[config.mk]
export PLATFORM = sky130hd
export DESIGN_NAME = io_station
export DESIGN_NICKNAME = d
export VERILOG_FILES = /design/src/common/io_station_pkg.sv /design/src/common/pin_select_if.sv /design/src/io_station.sv /design/src/pin_selector_bank.sv
export VERILOG_INCLUDE_DIRS = /design/src /design/src/common
export SDC_FILE = /design/constraint.sdc
export NUM_CORES = 1
export LEC_CHECK = 0
export BUFFER_PORTS_ARGS = -buffer_cell sky130_fd_sc_hd__buf_2
export CAP_MARGIN = 20
export CORE_UTILIZATION = 50
export DETAILED_ROUTE_END_ITERATION = 6
export GPL_TIMING_DRIVEN = 0
export PLACE_DENSITY = 0.8
export SYNTH_ARGS = -nofsm -noshare
export SYNTH_HDL_FRONTEND = slang
export SYNTH_SLANG_ARGS = --single-unit
[constraint.sdc]
create_clock -name i_clk -period 2.35 [get_ports i_clk]
set_input_delay 0.3525 -clock i_clk [delete_from_list [all_inputs] [get_ports i_clk]]
set_output_delay 0.3525 -clock i_clk [all_outputs]
set_load 0.02 [all_outputs]
[src/common/io_station_defs.svh]
// constants of the stand-alone i/o station: widths, field positions, timing
// assumes nothing; included by the package and by the top module
`ifndef IO_STATION_DEFS_SVH
`define IO_STATION_DEFS_SVH

`define IOS_IO_W            32
`define IOS_BLOCK_W         64
`define IOS_HALF_W          16
`define IOS_ID_W            6
`define IOS_SLOT_IDX_W      7
`define IOS_STATIONS        64
`define IOS_SLOT_CNT_W      16
`define IOS_SLOT_CYCLES     64
`define IOS_GROUP_PINS      4
`define IOS_DIR_ALL_OUT     3'h7

// layout of the configuration word in the upper half of the own block
`define IOS_CFG_SPLIT_LSB   0
`define IOS_CFG_SWAP_BIT    3
`define IOS_CFG_POL_LSB     4
`define IOS_CFG_HALF_BIT    12
`define IOS_CFG_CLEAR_LOW_HALF_N_BIT    13
`define IOS_CFG_CLEAR_HIGH_HALF_N_BIT    14
`define IOS_CFG_SRC_LSB     15
`define IOS_CFG_USED_W      21

`define IOS_BLOCK_RESET     64'h0000_0000_0000_0000
`define IOS_OUT_RESET       32'h0000_0000

`endif

[src/common/io_station_pkg.sv]
// types shared by the i/o station and its pin selector bank
// assumes the defs header is on the include path
`default_nettype none

package io_station_pkg;
	`include "io_station_defs.svh"

	typedef logic [`IOS_IO_W-1:0]    io_word_t;
	typedef logic [`IOS_BLOCK_W-1:0] block_t;
	typedef logic [`IOS_ID_W-1:0]    station_id_t;
	typedef logic [2:0]              dir_code_t;
	typedef logic [7:0]              polarity_t;

	typedef struct packed {
		logic [`IOS_SLOT_CNT_W-1:0] slot_cnt;
		logic [`IOS_SLOT_IDX_W-1:0] slot_idx;
		logic                       running;
		logic                       in_strobe;
		logic                       rx_strobe;
		logic                       out_strobe;
		block_t                     block;
		io_word_t                   out_bits;
	} station_state_t;

	// pins that drive: top 4k pins for code k, all pins for code 7
	function automatic io_word_t out_mask(input dir_code_t k);
		io_word_t m;
		m = '0;
		for (int i = 0; i < `IOS_IO_W; i++)
		begin
			if (k == `IOS_DIR_ALL_OUT)
				m[i] = 1'b1;
			else if (i >= `IOS_IO_W - `IOS_GROUP_PINS * int'(k))
				m[i] = 1'b1;
		end
		return m;
	endfunction

	// one polarity input per group of four neighbouring pins
	function automatic io_word_t expand_polarity(input polarity_t p);
		io_word_t m;
		m = '0;
		for (int i = 0; i < `IOS_IO_W; i++)
			m[i] = p[i / `IOS_GROUP_PINS];
		return m;
	endfunction
endpackage

`default_nettype wire

[src/common/pin_select_if.sv]
// carrier between the station core and its pin selector bank
// assumes both ends share one clock-free combinational path
`default_nettype none

interface pin_select_if;
	import io_station_pkg::*;
	io_word_t  dir_out;
	io_word_t  invert;
	io_word_t  out_bits;
	io_word_t  pin_in;
	io_word_t  in_bits;
	io_word_t  pin_out;
	io_word_t  pin_oe;

	modport station (output dir_out, invert, out_bits, pin_in,
		input in_bits, pin_out, pin_oe);
	modport bank (input dir_out, invert, out_bits, pin_in,
		output in_bits, pin_out, pin_oe);
endinterface

`default_nettype wire

[src/io_station.sv]
// stand-alone i/o station: own block build, remote block latch, pin mux
// assumes a network core delivers cycle starts and received blocks
`default_nettype none
`include "io_station_defs.svh"

// Contract
// - identity comes from the six address inputs; one own block
// - sample strobe pulses at the start of the own transmit slot while mode select is high
// - on the sample strobe the 32 input bits fill the low half
// - upper half of the own block carries the configuration pin levels
// - the latest own block, both halves, is offered for transmission
// - the sample strobe is driven out on a pin
// - a receive strobe rises for each packet from another station while mode select is high
// - half select routes upper or lower 32 received bits to latches
// - output strobe only for packets of the selected source station
// - both 16-bit latches load together on the output strobe
// - low-half clear held low forces low 16 output bits low
// - high-half clear held low forces high 16 output bits low
// - reset forces all output bits low, ahead of any update
// - the output update strobe is driven out on a pin
// - 32 selectors join each pin to its input or output bit
// - the three split select inputs set pin directions
// - the swap input inverts the direction assignment
// - polarity low means 1 is pin high; high means 1 is pin low
// - polarity input n covers pins 4n to 4n+3
// - swap high: code k makes top 4k pins outputs, 7 makes all
module io_station
	import io_station_pkg::*;
#(
	parameter int SLOT_CYCLES = `IOS_SLOT_CYCLES
)
(
	// clock and reset
	input  wire logic                   i_clk,
	input  wire logic                   i_rst,
	// configuration pins
	input  wire logic                   i_mode_select,
	input  wire io_station_pkg::station_id_t i_station_address_n,
	input  wire io_station_pkg::station_id_t i_source_station_select_n,
	input  wire logic                   i_output_half_select_n,
	input  wire logic                   i_clear_low_half_n,
	input  wire logic                   i_clear_high_half_n,
	input  wire io_station_pkg::dir_code_t i_direction_split_select,
	input  wire logic                   i_direction_swap_n,
	input  wire io_station_pkg::polarity_t i_group_polarity_invert,
	// network core side
	input  wire logic                   i_cycle_start,
	input  wire logic                   i_rx_valid,
	input  wire io_station_pkg::station_id_t i_rx_station,
	input  wire io_station_pkg::block_t i_rx_block,
	output logic                        o_tx_request,
	output io_station_pkg::station_id_t o_station_identity,
	output io_station_pkg::block_t      o_tx_block,
	output logic                        o_rx_strobe,
	// external pins
	input  wire io_station_pkg::io_word_t i_io_pin,
	output io_station_pkg::io_word_t    o_io_pin,
	output io_station_pkg::io_word_t    o_io_pin_oe,
	output logic                        o_input_sample_strobe,
	output logic                        o_output_update_strobe,
	output io_station_pkg::io_word_t    o_internal_output_bits
);
	import io_station_pkg::*;

	localparam logic [`IOS_SLOT_CNT_W-1:0] SLOT_LAST =
		`IOS_SLOT_CNT_W'(SLOT_CYCLES - 1);
	localparam logic [`IOS_SLOT_IDX_W-1:0] SLOT_END =
		`IOS_SLOT_IDX_W'(`IOS_STATIONS);

	station_state_t state;
	station_state_t next_state;
	station_id_t    identity;
	station_id_t    source;
	io_word_t       internal_input_bits;
	io_word_t       config_word;
	io_word_t       rx_half;
	logic           own_slot;
	logic           rx_other;
	logic [`IOS_SLOT_IDX_W-1:0] idx_inc;

	pin_select_if sel ();

	pin_selector_bank u_bank
	(
		.sel (sel.bank)
	);

	// active-low address inputs give the identity directly
	assign identity = ~i_station_address_n;
	assign source   = ~i_source_station_select_n;

	// swap pin high keeps the decoded mask, low turns every pin round
	assign sel.dir_out = i_direction_swap_n ?
		out_mask(i_direction_split_select) :
		~out_mask(i_direction_split_select);
	assign sel.invert   = expand_polarity(i_group_polarity_invert);
	assign sel.out_bits = state.out_bits;
	assign sel.pin_in   = i_io_pin;
	assign internal_input_bits = sel.in_bits;

	// configuration levels as they stand, unused bits zero
	assign config_word = {
		{(`IOS_IO_W - `IOS_CFG_USED_W){1'b0}},
		i_source_station_select_n,
		i_clear_high_half_n,
		i_clear_low_half_n,
		i_output_half_select_n,
		i_group_polarity_invert,
		i_direction_swap_n,
		i_direction_split_select
	};

	// half select low picks the upper half of the received block
	assign rx_half = i_output_half_select_n ?
		i_rx_block[`IOS_IO_W-1:0] :
		i_rx_block[`IOS_BLOCK_W-1:`IOS_IO_W];

	assign idx_inc = state.slot_idx + `IOS_SLOT_IDX_W'(1);

	// own slot opens at cycle start for identity 0, else at a slot boundary
	always_comb
	begin
		if (i_cycle_start)
			own_slot = (identity == '0);
		else
			own_slot = state.running && (state.slot_cnt == SLOT_LAST) &&
				(idx_inc == {1'b0, identity});
	end

	// nothing is taken over the network unless the i/o mode is strapped
	assign rx_other = i_mode_select && i_rx_valid &&
		(i_rx_station != identity);

	always_comb
	begin
		next_state = state;
		next_state.in_strobe  = 1'b0;
		next_state.rx_strobe  = 1'b0;
		next_state.out_strobe = 1'b0;

		// slot timer: one slot per station, stops after the last one
		if (i_cycle_start)
		begin
			next_state.running  = 1'b1;
			next_state.slot_cnt = '0;
			next_state.slot_idx = '0;
		end
		else if (state.running)
		begin
			if (state.slot_cnt == SLOT_LAST)
			begin
				next_state.slot_cnt = '0;
				next_state.slot_idx = idx_inc;
				if (idx_inc == SLOT_END)
					next_state.running = 1'b0;
			end
			else
				next_state.slot_cnt = state.slot_cnt +
					`IOS_SLOT_CNT_W'(1);
		end

		// the upper half tracks the pins every cycle
		next_state.block[`IOS_BLOCK_W-1:`IOS_IO_W] = config_word;
		if (own_slot && i_mode_select)
		begin
			next_state.in_strobe = 1'b1;
			next_state.block[`IOS_IO_W-1:0] = internal_input_bits;
		end

		if (rx_other)
		begin
			next_state.rx_strobe = 1'b1;
			if (i_rx_station == source)
			begin
				next_state.out_strobe = 1'b1;
				next_state.out_bits   = rx_half;
			end
		end

		// clears are levels and win over a load in the same cycle
		if (!i_clear_low_half_n)
			next_state.out_bits[`IOS_HALF_W-1:0] = '0;
		if (!i_clear_high_half_n)
			next_state.out_bits[`IOS_IO_W-1:`IOS_HALF_W] = '0;
	end

	always_ff @(posedge i_clk)
	begin
		if (i_rst)
		begin
			state.slot_cnt   <= '0;
			state.slot_idx   <= '0;
			state.running    <= 1'b0;
			state.in_strobe  <= 1'b0;
			state.rx_strobe  <= 1'b0;
			state.out_strobe <= 1'b0;
			state.block      <= `IOS_BLOCK_RESET;
			state.out_bits   <= `IOS_OUT_RESET;
		end
		else
			state <= next_state;
	end

	// the block is offered in the cycle after its low half was sampled
	assign o_tx_request           = state.in_strobe;
	assign o_tx_block             = state.block;
	assign o_station_identity     = identity;
	assign o_rx_strobe            = state.rx_strobe;
	assign o_input_sample_strobe  = state.in_strobe;
	assign o_output_update_strobe = state.out_strobe;
	assign o_internal_output_bits = state.out_bits;
	assign o_io_pin               = sel.pin_out;
	assign o_io_pin_oe            = sel.pin_oe;
endmodule

`default_nettype wire

[src/pin_selector_bank.sv]
// 32 identical selectors joining each i/o pin to an input or output bit
// assumes direction and polarity masks are already decoded per pin
`default_nettype none

module pin_selector_bank
	import io_station_pkg::*;
(
	// selector carrier
	pin_select_if.bank sel
);
	import io_station_pkg::*;

	always_comb
	begin
		// polarity applied on the sampling path too
		sel.in_bits = sel.pin_in ^ sel.invert;
		// an input pin is not driven, its output level parks low
		sel.pin_out = (sel.out_bits ^ sel.invert) & sel.dir_out;
		sel.pin_oe  = sel.dir_out;
	end
endmodule

`default_nettype wire
==> impl_metrics.prom <==
# TYPE chip_impl_metric gauge
chip_impl_metric{name="setup_violations",unit=""} 0
chip_impl_metric{name="core_area",unit="µm²"} 14800
chip_impl_metric{name="detail_route.iter0.violations",unit=""} 459
chip_impl_info{name="run_status",value="complete, no violations"} 1
chip_impl_metric{name="h-tree-depth",unit=""} 3
chip_impl_metric{name="timing.final.crit_period",unit="ns"} 2.30
chip_impl_metric{name="max_freq",unit="MHz"} 434
chip_impl_metric{name="cts.sink_count",unit=""} 112
chip_impl_metric{name="whs_path_depth",unit=""} 2
chip_impl_metric{name="drt_first_pass_iters",unit=""} 5
chip_impl_metric{name="globalRouteTotalUtil",unit=""} 0.275
chip_impl_metric{name="total_leakage_power",unit="nW"} 4.46
chip_impl_info{name="critical_path.reg2reg.startpoint",value="state[107]"} 1
chip_impl_metric{name="synth-compound-area-share",unit=""} 0.211
chip_impl_metric{name="max-vdd-ir-drop",unit="µV"} 322
chip_impl_info{name="root_buffer",value="clkbuf_16"} 1
chip_impl_metric{name="synth_edf_count",unit=""} 0
chip_impl_metric{name="final.hold.worst_slack",unit="ns"} 0.231
chip_impl_info{name="hp-start",value="i_source_station_select_n[3]"} 1
chip_impl_metric{name="place.detailed.instances",unit=""} 1397
chip_impl_metric{name="maxSlewHeadroom",unit=""} 0.477
chip_impl_metric{name="port_buffers",unit=""} 281
chip_impl_metric{name="globalRouteOverflowTotal",unit=""} 0
chip_impl_metric{name="chipHeight",unit="µm"} 126
chip_impl_metric{name="synth_mux_area_frac",unit=""} 0.0443
chip_impl_metric{name="clock_skew",unit="ns"} 0.00351
chip_impl_metric{name="maxCapViolCount",unit=""} 0
chip_impl_metric{name="post_layout_nonfiller_instances",unit=""} 1422
chip_impl_metric{name="powerDensity",unit="nW/µm²"} 469
chip_impl_metric{name="maxSlewViolCount",unit=""} 0
chip_impl_metric{name="synth_sequential_area_ratio",unit=""} 0.292
chip_impl_metric{name="totalPowerFinal",unit="W"} 0.00464
chip_impl_metric{name="floorplan.initialDensity",unit=""} 0.521
chip_impl_info{name="yosys_most_used_dff",value="dfxtp_1"} 1
chip_impl_info{name="worst_hold_path.endpoint",value="o_tx_block[50]"} 1
chip_impl_info{name="dominant_combinational_cell_family_by_area_after_synthesis",value="compound AO/OA/AOI/OAI gates"} 1
chip_impl_metric{name="hold_buf_count_cts",unit=""} 0
chip_impl_metric{name="design.final.nets",unit=""} 1374
chip_impl_metric{name="worst_ep_arrival_time",unit="ns"} 1.95
chip_impl_info{name="startpoint_type",value="primary input"} 1
chip_impl_info{name="timing.critical_path.to_type",value="primary output"} 1
chip_impl_info{name="tritoncts",value="built"} 1
chip_impl_metric{name="num_vias",unit=""} 7328
chip_impl_metric{name="synthCells",unit=""} 922
chip_impl_metric{name="grt_first_pass_wirelength",unit="mm"} 34.7
chip_impl_metric{name="die_outline_area",unit="µm²"} 15900
chip_impl_metric{name="routedWlPerCell",unit="µm"} 15.7
chip_impl_metric{name="tightestPinTransition",unit="ns"} 0.785
chip_impl_metric{name="worst_case_setup_margin_in_the_final_layout",unit="ns"} 0.0475
chip_impl_metric{name="drive_above_1_share",unit=""} 0.425
chip_impl_metric{name="finalWeightedCongestion",unit=""} 0.892
chip_impl_metric{name="grt_max_degree",unit=""} 20
chip_impl_metric{name="min_period_over_period",unit=""} 0.980
chip_impl_info{name="grt_setup_unrepaired",value="yes"} 1
chip_impl_metric{name="std_cell_rows",unit=""} 44
chip_impl_metric{name="clk_pin_slew",unit="ns"} 0.07
chip_impl_metric{name="synth_area_per_cell",unit="µm²"} 8.33
chip_impl_info{name="r2r_end",value="state[122]"} 1
chip_impl_metric{name="detail-route-antenna-nets",unit=""} 0
chip_impl_metric{name="synth_seq_cells",unit=""} 112
chip_impl_metric{name="synthDistinctLibCells",unit=""} 51
chip_impl_metric{name="synth_area",unit="µm²"} 7680
chip_impl_metric{name="hold_violations",unit=""} 0
chip_impl_metric{name="place.detailed.hpwl",unit="mm"} 17.2
chip_impl_metric{name="routed_wl",unit="mm"} 22.3
chip_impl_metric{name="flow.area_growth_from_synthesis",unit="%"} 28.8
chip_impl_metric{name="die_w",unit="µm"} 126
chip_impl_metric{name="grt_antenna_before_repair",unit=""} 2
chip_impl_metric{name="asyncSetResetFlopFracSynth",unit=""} 0
chip_impl_metric{name="clock_insertion_delay_at_the_later_pin_of_the_skew_report",unit="ns"} 0.36
chip_impl_metric{name="insertedDiodeCount",unit=""} 0
chip_impl_metric{name="maximum_clock_insertion_buffer_count",unit=""} 2
chip_impl_metric{name="tritoncts_buffers",unit=""} 9
chip_impl_metric{name="synth_fa_ha_area_frac",unit=""} 0.0114
chip_impl_metric{name="detail_route.vias_per_cell",unit=""} 5.15
chip_impl_metric{name="yosys.area_share.xor_xnor",unit=""} 0.130
chip_impl_info{name="path_class",value="primary input to primary output"} 1
chip_impl_metric{name="fin_tns_setup",unit="ns"} 0
chip_impl_info{name="mostFrequentLayoutCells",value="287 x buf_2, 136 x buf_4, 111 x dfxtp_1, 87 x nor2_1, 81 x xnor2_1"} 1
chip_impl_metric{name="worst-r2r-cell-count",unit=""} 7
chip_impl_metric{name="io-pin-count",unit=""} 304
chip_impl_metric{name="worst_ep_required_time",unit="ns"} 2.00
chip_impl_info{name="worstHoldPathType",value="primary input to register"} 1
chip_impl_metric{name="synth.yosys.warnings",unit=""} 0
chip_impl_metric{name="synthSimpleGateAreaFrac",unit=""} 0.125
chip_impl_metric{name="detail_route.drc_violations",unit=""} 0
chip_impl_info{name="mostFrequentLayoutCell",value="buf_2"} 1
chip_impl_metric{name="grt_pass1_vias",unit=""} 6883
chip_impl_metric{name="detailedPlace.worstSlack",unit="ns"} -0.702
chip_impl_metric{name="crit_fanout",unit=""} 10
chip_impl_metric{name="r2r_slack",unit="ns"} 0.19
kinds of logic (layout without fill, tap and decap cells):
family          count (synthesis)  count (layout)
other cells                     1              11
buf+inv                       241             547
flops                         112             112
fa+ha+maj                       7               7
simple gates                  186             186
mux                            34              34
xor+xnor                      114             114
compound gates                227             227
worst max-delay path by stage:
stage,end,from,cells after the start
CTS,o_tx_block[7],state[100],8
global route,o_io_pin[20],i_direction_split_select[0],10
floorplan,o_io_pin[24],i_direction_split_select[0],8
finish,o_io_pin[20],i_direction_split_select[0],10
detailed placement,o_io_pin_oe[23],i_direction_split_select[0],11
global placement,o_io_pin_oe[22],i_direction_split_select[0],11
cell usage after synthesis (7+ instances only):
| library cell | count | area, µm² |
|---|---|---|
| a21oi_1 | 73 | 365 |
| a311oi_1 | 32 | 280 |
| buf_2 | 14 | 70.1 |
| buf_4 | 121 | 908 |
| buf_6 | 7 | 78.8 |
| clkbuf_1 | 38 | 143 |
| dfxtp_1 | 112 | 2240 |
| ha_1 | 7 | 87.6 |
| inv_1 | 57 | 214 |
| mux2i_1 | 34 | 340 |
| nand2_1 | 21 | 78.8 |
| nand4_1 | 8 | 50.1 |
| nor2_1 | 90 | 338 |
| nor2b_1 | 20 | 125 |
| o21ai_0 | 70 | 350 |
| o221ai_2 | 31 | 465 |
| xnor2_1 | 90 | 788 |
| xor2_1 | 24 | 210 |
power by group:
part           total, W  internal, W  switching [W]
registers       0.00193      0.00192     0.00000968
clock network   0.00150     0.000733       0.000768
logic           0.00121     0.000505       0.000706
total           0.00464      0.00316        0.00148
layer usage:
layer / global-route usage / vias to the layer above / share of wire / wire, µm
li1: - / 3638 / - / -
met1: 0.313 / 3402 / 0.40 / 8820
met2: 0.505 / 246 / 0.52 / 11600
met3: 0.0501 / 40 / 0.053 / 1190
met4: 0.106 / 2 / 0.029 / 647
met5: 0 / - / 0.00036 / 8
critical path: stages:
cell	delay, ns
buf_4	0.16
inv_4	0.07
ha_4	0.18
nor2b_2	0.17
a22o_4	0.29
nor2_4	0.13
xnor2_2	0.11
buf_4	0.19
nor2_1	0.13
buf_4	0.17
metrics by stage:
stage                      util  instance area, µm²
after CTS                 0.664                9790
after global routing      0.671                9900
final                     0.671                9900
after detailed placement  0.636                9390
after global placement    0.636                9390
after floorplan               -                7750
cell type report:
| cell class | count | area, µm² |
|---|---|---|
| well taps | 184 | 230 |
| inverters | 58 | 224 |
| clock buffers | 9 | 225 |
| plain buffers | 182 | 1210 |
| fillers | 1285 | 4860 |
| repair buffers | 291 | 1500 |
| multi-input cells | 579 | 4210 |
| flip-flops and latches | 112 | 2240 |
| clock inverters | 7 | 55.1 |
flip-flops by register name, indices dropped and copies added, names as in the netlist:
signal / count
o_input_sample_strobe: 1
o_internal_output_bits: 32
o_output_update_strobe: 1
o_rx_strobe: 1
o_tx_block: 53
state: 24
what timing repair did:
| item | CTS | global route |
|---|---|---|
| resized for setup | 18 | 24 |
| endpoints found under the hold margin | 0 | 0 |
| cloned | 0 | 0 |
| endpoints found under the setup margin | 48 | 65 |
| pin swaps | 7 | 6 |
| buffers inserted | 6 | 4 |
(Power assumes the default switching activity.)
